## src/logic/sadc_pkg.sv

```systemverilog
// package for the software adc comparator control block
// assumes an 8-bit special function register port on the cpu clock
package sadc_pkg;
    // ==========================================================
    // register location and layout
    localparam logic [7:0] SADC_CTRL_ADDR  = 8'he8;
    localparam logic [7:0] SADC_CTRL_RESET = 8'h00;
    localparam int         SADC_RESULT_BIT = 7;
    localparam int         SADC_CH_HI      = 6;
    localparam int         SADC_CH_LO      = 5;
    localparam int         SADC_TRIG_BIT   = 4;
    localparam int         SADC_DAC_HI     = 3;
    localparam int         SADC_DAC_LO     = 0;
    localparam int         SADC_DAC_W      = 4;
    localparam int         SADC_NUM_CH     = 3;
    // ==========================================================
    // timing
    localparam int         SADC_CLK_NS     = 10;
    // comparator settle time before the result is latched
    localparam int         SADC_SETTLE_NS  = 40;
    localparam int         SADC_SETTLE_CYC = (SADC_SETTLE_NS + SADC_CLK_NS - 1) / SADC_CLK_NS;
    // shortest gap from a register write to the next instruction's read
    localparam int         SADC_NEXT_INSTR_CYC = 12;
    localparam logic [3:0] SADC_CNT_W_MAX  = 4'hf;
endpackage

```

## src/logic/sadc_ctrl.sv

```systemverilog
// software adc control register, channel mux selects and dac code drive
// assumes an external analog mux, 4-bit dac and comparator; cmp_in is asynchronous
//
// Functional notes
// - three analogue inputs share port 3 pins 0-2
// - bits 6:5 select the comparator input channel
// - bits 3:0 drive the 4-bit dac
// - comparator result reads back on bit 7
// - writing trigger 1 gives result before next instruction
`timescale 1ns/1ns
`default_nettype none
module sadc_ctrl
    import sadc_pkg::*;
#(
    // 3 to 9: mux update and two synchroniser stages first, result before next instruction
    parameter int SETTLE_CYC = SADC_SETTLE_CYC
) (
    input  wire logic             clk,
    input  wire logic             resetn,
    input  wire logic             ce,
    input  wire logic [7:0]       sfr_addr,
    input  wire logic             sfr_wr,
    input  wire logic             sfr_rd,
    input  wire logic [7:0]       sfr_wdata,
    output logic      [7:0]       sfr_rdata,
    input  wire logic             cmp_in,
    output logic      [2:0]       ain_sel,
    output logic      [3:0]       dac_code,
    output logic                  cmp_busy
);
    // ==========================================================
    // decode
    function automatic logic [2:0] ch_onehot(input logic [1:0] code);
        unique case (code)
            2'h0: ch_onehot = 3'h1;
            2'h1: ch_onehot = 3'h2;
            2'h2: ch_onehot = 3'h4;
            2'h3: ch_onehot = 3'h0;
        endcase
    endfunction

    logic       hit_wr;
    logic       hit_rd;
    logic [1:0] ch_r;
    logic [3:0] dac_r;
    logic       trig_r;
    logic       result_r;
    logic [3:0] settle_r;
    logic       cmp_meta_r;
    logic       cmp_sync_r;
    logic [2:0] ain_sel_r;
    logic [7:0] rdata_r;

    assign hit_wr = ce && sfr_wr && (sfr_addr == SADC_CTRL_ADDR);
    assign hit_rd = ce && sfr_rd && (sfr_addr == SADC_CTRL_ADDR);

    // ==========================================================
    // comparator input synchroniser
    // first stage may settle late; only the second stage is read
    always_ff @(posedge clk or negedge resetn) begin
        if (!resetn) begin
            cmp_meta_r <= 1'b0;
            cmp_sync_r <= 1'b0;
        end else if (ce) begin
            cmp_meta_r <= cmp_in;
            cmp_sync_r <= cmp_meta_r;
        end
    end

    // ==========================================================
    // writable fields
    always_ff @(posedge clk or negedge resetn) begin
        if (!resetn) begin
            ch_r  <= SADC_CTRL_RESET[SADC_CH_HI:SADC_CH_LO];
            dac_r <= SADC_CTRL_RESET[SADC_DAC_HI:SADC_DAC_LO];
        end else if (hit_wr) begin
            ch_r  <= sfr_wdata[SADC_CH_HI:SADC_CH_LO];
            dac_r <= sfr_wdata[SADC_DAC_HI:SADC_DAC_LO];
        end
    end

    // ==========================================================
    // pin drive to mux and dac
    always_ff @(posedge clk or negedge resetn) begin
        if (!resetn) begin
            ain_sel_r <= 3'h0;
            dac_code  <= SADC_CTRL_RESET[SADC_DAC_HI:SADC_DAC_LO];
        end else if (ce) begin
            ain_sel_r <= ch_onehot(ch_r);
            dac_code  <= dac_r;
        end
    end
    assign ain_sel = ain_sel_r;

    // ==========================================================
    // compare trigger and settle count
    always_ff @(posedge clk or negedge resetn) begin
        if (!resetn) begin
            trig_r   <= SADC_CTRL_RESET[SADC_TRIG_BIT];
            settle_r <= 4'h0;
        end else if (ce) begin
            if (hit_wr && sfr_wdata[SADC_TRIG_BIT]) begin
                trig_r   <= 1'b1;
                settle_r <= 4'(SETTLE_CYC);
            end else if (trig_r) begin
                if (settle_r == 4'h0) begin
                    trig_r <= 1'b0;
                end else begin
                    settle_r <= settle_r - 4'h1;
                end
            end
        end
    end
    assign cmp_busy = trig_r;

    // ==========================================================
    // result latch; reserved channel reads low
    always_ff @(posedge clk or negedge resetn) begin
        if (!resetn) begin
            result_r <= SADC_CTRL_RESET[SADC_RESULT_BIT];
        end else if (ce && trig_r && settle_r == 4'h0) begin
            result_r <= (ch_r == 2'h3) ? 1'b0 : cmp_sync_r;
        end
    end

    // ==========================================================
    // read back
    always_ff @(posedge clk or negedge resetn) begin
        if (!resetn) begin
            rdata_r <= 8'h00;
        end else if (ce) begin
            rdata_r <= hit_rd ? {result_r, ch_r, trig_r, dac_r} : 8'h00;
        end
    end
    assign sfr_rdata = rdata_r;
endmodule
`default_nettype wire

```

## config.mk

```make
export PLATFORM = sky130hd
export DESIGN_NAME = sadc_ctrl
export DESIGN_NICKNAME = d
export VERILOG_FILES = /design/src/logic/sadc_pkg.sv /design/src/logic/sadc_ctrl.sv
export SDC_FILE = /design/constraint.sdc
export NUM_CORES = 1
export LEC_CHECK = 0
export BUFFER_PORTS_ARGS = -buffer_cell sky130_fd_sc_hd__buf_2
export CELL_PAD_IN_SITES_DETAIL_PLACEMENT = 1
export CELL_PAD_IN_SITES_GLOBAL_PLACEMENT = 2
export CORE_MARGIN = 2
export CORE_UTILIZATION = 31
export CTS_CLUSTER_DIAMETER = 60
export DETAILED_ROUTE_END_ITERATION = 10
export MAX_ROUTING_LAYER = met4
export PLACE_DENSITY = 0.79
export SYNTH_ARGS = -nofsm -noshare
export SYNTH_HDL_FRONTEND = slang
export SYNTH_SLANG_ARGS = --single-unit
export TNS_END_PERCENT = 10
```

## constraint.sdc

```tcl
create_clock -name clk -period 1.65 [get_ports clk]
set_input_delay 0.33 -clock clk [delete_from_list [all_inputs] [get_ports clk]]
set_output_delay 0.33 -clock clk [all_outputs]
set_load 0.01 [all_outputs]
```

### Word-level counts from Yosys, hierarchy flattened

Index checks and enable logic that the tools add are counted.
W data, S select, Z words.

* logic and storage cells: 36
* register bits after elaboration: 29
* output and inout bits: 16
* bits of input ports: 22

* reductions and logical operators: 11
* $add $sub $neg: 1
* multiplexer cells: 9
* equality and inequality tests: 5

Operators with widths (number)
* $mux W4: 3
* $pmux W3 S4: 1
* $eq A8 B8 Y1 const B: 1
* $mux W8: 1
* $logic_and A1 B1 Y1: 7
* $eq A2 B2 Y1 const B: 2
* $logic_not A4 Y1: 1
* $mux W1: 4
* $sub A4 B1 Y4 const B: 1
* $reduce_and A3 Y1: 1
* $eq A2 B1 Y1 const B: 1
* $logic_not A2 Y1: 1
* $ne A2 B2 Y1 const B: 1
* $reduce_bool A2 Y1: 1

### Longest topological paths before layout

Gate-level depths: netlist of run 1.

* depth after elaboration: 5
* depth in mapped cells: 5
* gate-level depth less buffers: 5

### Worst setup path after synthesis of run 1

OpenSTA, ideal clock, no wires.

* path type: reg-to-reg
* from: register settle_r[0]
* to: register result_r
* stages on the path, launching flop included: 6
* data required time: 1522 ps
* setup slack: 257 ps
* buffers on the path: 0
* data arrival time: 1264 ps
* clock period less this slack: 1393 ps
* library setup time: 128 ps
* cell sequence: dfrtp_1 > inv_1 > ha_1 > or3b_2 > o21ai_0 > o31ai_1

* longest elaborated chain between the ends: 2

Ends and longest elaborated chain
* from (decl): RTL line sadc_ctrl.sv:48 `logic [3:0] settle_r;`
* from (signal assigned): RTL line sadc_ctrl.sv:104 `settle_r <= 4'(SETTLE_CYC);`
* from (signal assigned): RTL line sadc_ctrl.sv:109 `settle_r <= settle_r - 4'h1;`
* $logic_not A4 Y1: RTL line sadc_ctrl.sv:121 `end else if (ce && trig_r && settle_r == 4'h0) begin`
* $logic_and A1 B1 Y1: RTL line sadc_ctrl.sv:121
* to (signal assigned): RTL line sadc_ctrl.sv:120 `result_r <= SADC_CTRL_RESET[SADC_RESULT_BIT];`
* to (signal assigned): RTL line sadc_ctrl.sv:122 `result_r <= (ch_r == 2'h3) ? 1'b0 : cmp_sync_r;`
* to (decl): RTL line sadc_ctrl.sv:47 `logic result_r;`

Every way passes these cells.
A chain may end at the register's enable or synchronous reset.

### Final worst setup path of run 1

Same ends and word-level chain as after synthesis.

==> results.json, run 1 <==
{
  "ant_nets": 0,
  "area_delta_synth_final_pct": 27.5,
  "timing.slew.headroom_pct": 56.3,
  "worst-path-buf-inv": 1,
  "place_ws_ns": 0.0639,
  "htree_num_levels": 2,
  "clock_insertion_delay_worst_skew_ns": 0.28,
  "design_power_total_uw": 1470,
  "maxCapViolCount": 0,
  "rsz0062_at_grt": "false",
  "synth.lib_cells_used.distinct": 24,
  "setup_viol": 0,
  "outcome": "completed",
  "coreArea_um2": 3720,
  "finalCriticalPeriod_ns": 1.53,
  "insertedDiodeCount": 0,
  "critPathCaptureType": "flop",
  "postLayoutSetupSlackWorst_ns": 0.122,
  "via_count": 948,
  "category_of_the_worst_setup_path_launch_point": "flop",
  "drt-pass1-iter-count": 4,
  "switching_power_uw": 325,
  "seq_power_share_pct": 50.3,
  "die_w_um": 66.8,
  "drt_drc_violations_left": 0,
  "drt-initial-drc-count": 26,
  "cts.repair_timing.setup_buffer_count": 0,
  "clockPowerShare_pct": 43.5,
  "yosysWarningCount": 0,
  "grt_max_degree": 30,
  "cts_root_buffer": "clkbuf_8",
  "synthesis.instances": 103,
  "grt_first_pass_wirelength_mm": 5.00,
  "share_comb_of_total_power_pct": 6.2,
  "hold_class": "primary input to async pin",
  "fraction_of_final_layout_cells_sized_beyond_drive_strength_1_pct": 38.6,
  "grt_pass1_vias": 1045,
  "number_of_buffers_inserted_for_hold_repair_after_clock_tree_synthesis": 0,
  "final-hold-violation-count": 0,
  "clk_sinks": 29,
  "post_synth.cell_area_avg_um2": 11.9,
  "crit_chain": "inv_1 > ha_1 > or3b_2 > o31ai_1",
  "synth_seq_area_share_pct": 59.4,
  "route.detailed.wl_per_inst_um": 15.2,
  "power_switching_share_pct": 22.1,
  "vias_per_cell": 4.91,
  "regArea_um2": 726,
  "critical_path_arrival_ns": 1.70,
  "cts_buffers": 5,
  "io_pins": 38,
  "cellPowerDensity_nw_per_um2": 943,
  "p_int_uw": 1140,
  "finish.utilization_pct": 42.0,
  "dp.final_hpwl_mm": 2.12,
  "critical_path_peak_fanout": 4,
  "finalSetupTns_ns": 0,
  "cpMaxStageDelayCell": "or3b_2",
  "multi_input_gate_area_in_the_final_layout_um2": 450,
  "fp-row-count": 22,
  "placedInstanceArea_um2": 1460,
  "synth.cell_area_um2": 1220,
  "fin_worst_skew_ns": 0.00589,
  "filler_cell_count": 438,
  "cts_tree": "built",
  "leakagePower_uw": 0.000793,
  "worst_pin_slew_ns": 0.655,
  "clock_transition_at_the_registers_of_the_reported_paths_ns": 0.07,
  "cts_max_path_buffers": 2,
  "final_area_um2": 1560,
  "timing.setup.critical_path_class": "flop to flop",
  "place_congestion": 0.737,
  "overall_die_height_um": 66.8,
  "crit_path_max_delay_family": "simple AND/OR/NAND/NOR gates",
  "ir_drop_uv": 515,
  "gr-total-overflow": 0,
  "grt_antenna_before_repair": 0,
  "initial_utilization_pct": 32.9,
  "worstPathRequired_ns": 1.82,
  "floorplan.die_area_um2": 4460,
  "ys_ff_latch": 29,
  "placement.io_buffers": 36,
  "slew_violations": 0,
  "num-nets-final": 167,
  "period_share_pct": 92.6,
  "clock.fmax_ghz": 0.654,
  "routed_wl_mm": 2.94,
  "gr_usage_total_pct": 15.7,
  "timing.critical_path.slowest_cell_delay_ns": 0.50,
  "syn_nets": 126
}
## per-stage QoR
stage / hold slack (ns) / cells
detailed placement: 0.398 / 185
finish: 0.0771 / 193
global placement: 0.386 / 185
CTS: 0.0911 / 193
global route: 0.120 / 193
floorplan: 0.0344 / 103
## final cells by class
| type | count | area share, % |
|---|---|---|
| multi-input cells | 62 | 28.9 |
| clock buffers | 7 | 6.18 |
| clock inverters | 1 | 0.321 |
| flip-flops and latches | 29 | 46.5 |
| well taps | 48 | 3.85 |
| inverters | 9 | 2.17 |
| repair buffers | 37 | 12.0 |
## final timing paths
| check | from | to | slack, ns | depth (start not counted) |
|---|---|---|---|---|
| setup / recovery | settle_r[0] | result_r | 0.12 | 4 |
| hold reg to reg | sfr_rdata[7] | sfr_rdata[7] | 0.49 | 1 |
| hold / removal | resetn | dac_r[3] | 0.08 | 1 |
| min in group clk | sfr_wdata[3] | dac_r[3] | 0.28 | 2 |
| max in group asynchronous | resetn | result_r | 1.14 | 1 |
| setup reg to reg | settle_r[0] | result_r | 0.12 | 4 |
## registers in the layout (all words and copies together) (netlist names)
signal / count
cmp_meta_r: 1
settle_r: 4
cmp_sync_r: 1
cmp_busy: 1
dac_code: 4
result_r: 1
ain_sel: 3
dac_r: 4
ch_r: 2
sfr_rdata: 8
## Yosys cell counts (all sizes together)
library cell  count  area (um2)
nand3             2        10.0
and2              1        6.26
clkbuf            2        7.51
or4               1        7.51
nand2b            1        6.26
or3b              1        8.76
dfrtp            29         726
ha                1        12.5
o21ai            11        55.1
or3               3        18.8
nand3b            2        15.0
nor3b             2        15.0
buf               1        5.00
inv               9        33.8
o31ai             2        15.0
mux2              8        90.1
nand4             1        12.5
a21oi             3        15.0
nand2            11        41.3
and4b             1        10.0
and4              1        8.76
a211o             1        8.76
nor4b             1        23.8
o2bb2ai           8        70.1
## power by group through the flow
| stage | logic [uW] | clock network [uW] | registers, uW |
|---|---|---|---|
| final | 91.4 | 639 | 739 |
| after global routing | 103 | 688 | 742 |
| after CTS | 93.5 | 658 | 740 |
| after detailed placement | 93.6 | 0 | 752 |
| after global placement | 89.2 | 0 | 751 |
| after floorplan | 34.5 | 0 | 753 |
## layout by cell type, fill, tap and decap left out
cell and n:
buf_2 36, and2_1 1, nor3b_1 2, inv_1 9, o2bb2ai_1 8, o31ai_1 2, clkinv_2 1, and4b_1 1
o21ai_0 9, nand3_1 2, nor4b_4 1, clkbuf_8 7, buf_4 1, nand2b_1 1, mux2_2 8, a21oi_1 3
nand4_2 1, or3_1 3, nand2_1 11, or4_1 1, ha_1 1, nand3b_1 2, dfrtp_1 29, or3b_2 1
and4_1 1, a211o_1 1, o21ai_1 2
## repair_timing
item                       in CTS  in global routing
hold endpoints to repair        0                  0
setup endpoints to repair       0                  1
gates resized for setup         0                  2
## routing by layer
layer	vias to the layer above	routed length [um]	global-route usage, %
li1	446	-	-
met1	474	1280	18.1
met2	22	1500	25.8
met3	6	120	5.07
met4	0	37	5.87
met5	-	0	-
## cells by family (layout without fill, tap and decap cells)
group | count (synthesis) | in the layout | synth area share [%]
flip-flops | 29 | 29 | 59.4
AND/OR/NAND/NOR | 28 | 28 | 15.0
AO/OA/AOI/OAI | 25 | 25 | 13.4
buffers and inverters | 12 | 54 | 3.79
multiplexers | 8 | 8 | 7.37
adder cells (fa/ha/maj) | 1 | 1 | 1.02
Power figures use the tool's default switching activity.
==> run 2: changes to the inputs <==
--- a/config.mk
+++ b/config.mk
@@ -17,4 +17,3 @@
 export SYNTH_ARGS = -nofsm -noshare
 export SYNTH_HDL_FRONTEND = slang
 export SYNTH_SLANG_ARGS = --single-unit
-export TNS_END_PERCENT = 10
==> constraint.sdc (replaced) <==
create_clock -name clk -period 1.65 [get_ports clk]
set_input_delay 0 -clock clk [delete_from_list [all_inputs] [get_ports clk]]
set_output_delay 0 -clock clk [all_outputs]
set_load 0.01 [all_outputs]
==> run 2 against run 1 <==
Compared with the run above:
- critical endpoint unchanged
- first-iteration DRC count unchanged
- sequential share of layout area is 2.7 points lower
- sequential power hardly changed
- combinational power increased by 15%
- worst setup slack got worse by 0.046 ns
==> results.json, run 2 (synthesized netlist as in run 1, its figures left out) <==
{
  "critPathLaunch": "settle_r[0]",
  "cts_root_buffer": "clkbuf_8",
  "slew_violations": 0,
  "leading_cell_type_in_the_layout_fill_and_taps_excluded": "buf_2",
  "clock_insertion_delay_worst_skew_ns": 0.28,
  "ant_nets": 0,
  "critical_path.reg2reg.startpoint": "settle_r[0]",
  "cts.repair_timing.setup_buffer_count": 0,
  "drt-pass1-iter-count": 4,
  "crit_path_max_delay_family": "simple AND/OR/NAND/NOR gates",
  "drt_drc_violations_left": 0,
  "num-nets-final": 175,
  "gr-total-overflow": 0,
  "via_count": 976,
  "fraction_of_final_layout_cells_sized_beyond_drive_strength_1_pct": 35.9,
  "worst-path-buf-inv": 1,
  "grt_antenna_before_repair": 0,
  "die_w_um": 66.8,
  "grt_max_degree": 30,
  "worstPathRequired_ns": 1.80,
  "finish.utilization_pct": 44.5,
  "number_of_flip_flops_in_the_largest_register": 8,
  "critical_path_arrival_ns": 1.73,
  "htree_num_levels": 2,
  "crit_chain": "inv_1 > ha_1 > or3b_2 > o21ai_0 > o31ai_1",
  "final-hold-violation-count": 0,
  "cts_max_path_buffers": 2,
  "outcome": "completed",
  "routed_wl_mm": 2.84,
  "route.detailed.wl_per_inst_um": 14.1,
  "coreArea_um2": 3720,
  "category_of_the_worst_setup_path_launch_point": "flop",
  "io_pins": 38,
  "fin_worst_skew_ns": 0.00439,
  "grt_first_pass_wirelength_mm": 4.76,
  "clk_sinks": 29,
  "worst_pin_slew_ns": 0.638,
  "setup_viol": 0,
  "place_ws_ns": 0.0810,
  "filler_cell_count": 436,
  "critPathCaptureType": "flop",
  "timing.critical_path.slowest_cell_delay_ns": 0.50,
  "dp.final_hpwl_mm": 2.02,
  "cellPowerDensity_nw_per_um2": 962,
  "timing.slew.headroom_pct": 57.4,
  "vias_per_cell": 4.86,
  "rsz0062_at_grt": "false",
  "regArea_um2": 726,
  "fp-row-count": 22,
  "postLayoutSetupSlackWorst_ns": 0.0758,
  "placement.io_buffers": 36,
  "drt-initial-drc-count": 26,
  "finalSetupTns_ns": 0,
  "critical_path_peak_fanout": 4,
  "finalCriticalPeriod_ns": 1.57,
  "cts_buffers": 5,
  "cts_tree": "built",
  "cpMaxStageDelayCell": "or3b_2",
  "ir_drop_uv": 589,
  "grt_pass1_vias": 1039,
  "leakagePower_uw": 0.000831,
  "insertedDiodeCount": 0,
  "period_share_pct": 95.4,
  "area_delta_synth_final_pct": 35.3,
  "multi_input_gate_area_in_the_final_layout_um2": 450,
  "overall_die_height_um": 66.8,
  "initial_utilization_pct": 32.9,
  "place_congestion": 0.706,
  "floorplan.die_area_um2": 4460,
  "holdCritStartpoint": "ce",
  "clock_transition_at_the_registers_of_the_reported_paths_ns": 0.06,
  "maxCapViolCount": 0,
  "hold_class": "primary input to flop",
  "clock.fmax_ghz": 0.635,
  "final_cell_mix": "36 x buf_2, 29 x dfrtp_1, 11 x nand2_1, 11 x o21ai_0, 9 x inv_1",
  "gr_usage_total_pct": 15.4,
  "timing.setup.critical_path_class": "flop to flop"
}
run 2: path summary, 6_finish.rpt:
kind	cells after the start	slack (ns)	end
setup / recovery	5	0.08	result_r
max in group asynchronous	2	0.94	ch_r[1]
hold reg to reg	1	0.48	sfr_rdata[3]
min in group asynchronous	2	0.29	dac_r[3]
hold / removal	2	0.09	dac_code[2]
setup reg to reg	5	0.08	result_r
run 2: area by class of cell:
| class | instances | share of cell area [%] |
|---|---|---|
| timing repair buffer | 45 | 16.2 |
| tap | 48 | 3.63 |
| clock buffer | 7 | 5.22 |
| clock inverter | 1 | 1.82 |
| inverter | 9 | 2.04 |
| multi-input combinational | 62 | 27.2 |
| sequential | 29 | 43.9 |
run 2: repair_timing:
action | in CTS | in global routing
gates resized for setup | 0 | 0
endpoints found under the hold margin | 36 | 0
hold buffers | 8 | 0
run 2: power breakdown:
group	internal [uW]	total, uW	switching, uW
Sequential	729	739	10.3
Combinational	52.2	105	52.7
Clock	491	747	255
run 2: per-stage QoR:
stage | instances | hold slack, ns | cell area, um2 | power (uW)
3_5_place_dp | 185 | 0.0642 | 1460 | 845
4_1_cts | 201 | 0.0936 | 1650 | 1620
5_1_grt | 201 | 0.106 | 1650 | 1670
3_3_place_gp | 185 | 0.0529 | 1460 | 840
2_1_floorplan | 103 | -0.296 | 1220 | 787
6_report | 201 | 0.0922 | 1650 | 1590
run 2: worst register-to-register path: stages, from the launching register on:
cell and delay [ns]:
dfrtp_1 0.40, inv_1 0.07, ha_1 0.20, or3b_2 0.50
o21ai_0 0.19, o31ai_1 0.10
run 2: per-layer routing:
metal  vias up  track usage, %  part of all wire [%]
met5         -               -                     0
met4         0            6.12                   1.8
met3         5            5.91                   5.3
met2        25            24.1                    49
met1       482            18.0                    44
li1        464               -                     -
==> run 3: changes to the inputs <==
--- a/config.mk
+++ b/config.mk
@@ -9,11 +9,11 @@
 export CELL_PAD_IN_SITES_DETAIL_PLACEMENT = 1
 export CELL_PAD_IN_SITES_GLOBAL_PLACEMENT = 2
 export CORE_MARGIN = 2
-export CORE_UTILIZATION = 31
+export CORE_UTILIZATION = 33
 export CTS_CLUSTER_DIAMETER = 60
 export DETAILED_ROUTE_END_ITERATION = 10
 export MAX_ROUTING_LAYER = met4
-export PLACE_DENSITY = 0.79
+export PLACE_DENSITY = 0.83
 export SYNTH_ARGS = -nofsm -noshare
 export SYNTH_HDL_FRONTEND = slang
 export SYNTH_SLANG_ARGS = --single-unit
==> constraint.sdc (replaced) <==
create_clock -name clk -period 2 [get_ports clk]
set_input_delay 0 -clock clk [delete_from_list [all_inputs] [get_ports clk]]
set_output_delay 0 -clock clk [all_outputs]
set_load 0.01 [all_outputs]
==> run 3 against run 2 <==
Compared with the run above:
- sequential cell count stayed put
- power is 16% lower
- sequential share of layout area is 0.10 points higher
- worst hold slack better by 0.068 ns
- first-iteration DRC count is 100% higher
- clock-buffer cell count is 1 lower
- via count is 1.0% higher
- highest routed layer unchanged
- combinational power is 18% lower
- critical path type unchanged
==> results.json, run 3 (synthesized netlist as in run 1, its figures left out) <==
{
  "via_count": 986,
  "io_pins": 38,
  "slew_violations": 0,
  "grt_pass1_vias": 1085,
  "htree_num_levels": 2,
  "ir_drop_uv": 329,
  "routed_wl_mm": 2.93,
  "die_w_um": 64.9,
  "cts_buffers": 5,
  "critical_path.reg2reg.endpoint": "result_r",
  "hold_path_depth": 3,
  "place_ws_ns": 0.486,
  "timing.slew.headroom_pct": 57.5,
  "num-nets-final": 174,
  "fin_worst_skew_ns": 0.00342,
  "placement.io_buffers": 36,
  "number_of_flip_flops_in_the_largest_register": 8,
  "drt-initial-drc-count": 53,
  "fp-row-count": 22,
  "leakagePower_uw": 0.000825,
  "worstPathRequired_ns": 2.16,
  "vias_per_cell": 4.93,
  "regArea_um2": 726,
  "maxCapViolCount": 0,
  "holdCritStartpoint": "ce",
  "clock_insertion_delay_worst_skew_ns": 0.28,
  "gr-total-overflow": 0,
  "final-hold-violation-count": 0,
  "clock_transition_at_the_registers_of_the_reported_paths_ns": 0.07,
  "cts_max_path_buffers": 2,
  "area_delta_synth_final_pct": 35.0,
  "outcome": "completed",
  "whs_endpoint": "sfr_rdata[5]",
  "rsz0062_at_grt": "false",
  "grt_max_degree": 30,
  "number_of_buffers_inserted_for_hold_repair_after_clock_tree_synthesis": 8,
  "worstRegToRegCells": 5,
  "cellPowerDensity_nw_per_um2": 807,
  "grt_antenna_before_repair": 0,
  "gr_usage_total_pct": 16.1,
  "critical_path_arrival_ns": 1.68,
  "cts.repair_timing.setup_buffer_count": 0,
  "cts-resized-gates": 0,
  "fraction_of_final_layout_cells_sized_beyond_drive_strength_1_pct": 36.2,
  "post-place-cells": 184,
  "multi_input_gate_area_in_the_final_layout_um2": 450,
  "filler_cell_count": 423,
  "setup.reg_to_reg.worst_slack_ns": 0.48,
  "grt_first_pass_wirelength_mm": 4.93,
  "worst_pin_slew_ns": 0.637,
  "initial_utilization_pct": 33.9,
  "category_of_the_worst_setup_path_launch_point": "flop",
  "overall_die_height_um": 64.9,
  "critical_path_peak_fanout": 4,
  "final_cell_mix": "36 x buf_2, 29 x dfrtp_1, 11 x nand2_1, 11 x o21ai_0, 9 x inv_1",
  "ant_nets": 0,
  "critPathCaptureType": "flop",
  "clk_sinks": 29,
  "postLayoutSetupSlackWorst_ns": 0.479,
  "place_congestion": 0.732,
  "finalCriticalPeriod_ns": 1.52,
  "stdcell_count": 200,
  "dp.final_hpwl_mm": 2.05,
  "clock.fmax_ghz": 0.658,
  "setup_viol": 0,
  "hold_class": "primary input to flop",
  "timing.setup.critical_path_class": "flop to flop",
  "period_share_pct": 76.0,
  "finalSetupTns_ns": 0,
  "drt_drc_violations_left": 0,
  "cts_root_buffer": "clkbuf_8",
  "drt-pass1-iter-count": 2,
  "cts_tree": "built",
  "leading_cell_type_in_the_layout_fill_and_taps_excluded": "buf_2",
  "critical_path.reg2reg.startpoint": "settle_r[0]",
  "coreArea_um2": 3610,
  "route.detailed.wl_per_inst_um": 14.7,
  "floorplan.die_area_um2": 4210,
  "insertedDiodeCount": 0
}
## run 3: per-layer routing
metal	track usage [%]	vias to the layer above	part of all wire, %
met4	7.45	0	2.4
met1	18.2	493	42
met3	5.38	8	4.7
met2	25.9	24	51
li1	-	461	-
met5	-	-	0
## run 3: worst max-delay path by stage
| stage | startpoint | endpoint | slack (ns) | depth (start not counted) |
|---|---|---|---|---|
| 2_1_floorplan | settle_r[0] | result_r | 0.61 | 5 |
| 3_3_place_gp | settle_r[0] | result_r | 0.54 | 5 |
| 3_5_place_dp | settle_r[0] | result_r | 0.49 | 5 |
| 4_1_cts | settle_r[0] | result_r | 0.48 | 5 |
| 5_1_grt | settle_r[0] | cmp_busy | 0.36 | 5 |
| 6_report | settle_r[0] | result_r | 0.48 | 5 |
## run 3: layout make-up
| class | count | share of cell area [%] |
|---|---|---|
| Clock inverter | 2 | 2.27 |
| Sequential cell | 29 | 44.0 |
| Multi-Input combinational cell | 62 | 27.3 |
| Timing Repair Buffer | 44 | 15.8 |
| Inverter | 9 | 2.05 |
| Clock buffer | 6 | 5.00 |
| Tap cell | 48 | 3.64 |
## run 3: per-stage QoR
step	util, %	total power [uW]	hold WS [ns]	area [um2]
after floorplan	-	649	-0.296	1220
after global placement	40.2	692	0.0478	1450
after detailed placement	40.2	696	0.0668	1450
after CTS	45.8	1360	0.153	1650
after global routing	45.8	1390	0.181	1650
final	45.8	1330	0.160	1650
## run 3: critical path, stage by stage (launching register included)
cell	delay [ns]
dfrtp_1	0.40
inv_1	0.07
ha_1	0.20
or3b_2	0.48
o21ai_0	0.16
o31ai_1	0.09
## run 3: where the power goes
part	internal [uW]	switching [uW]	leakage (uW)	total [uW]
clock network	405	233	0.0000574	637
logic	41.8	43.8	0.000372	85.6
registers	601	8.54	0.000396	609
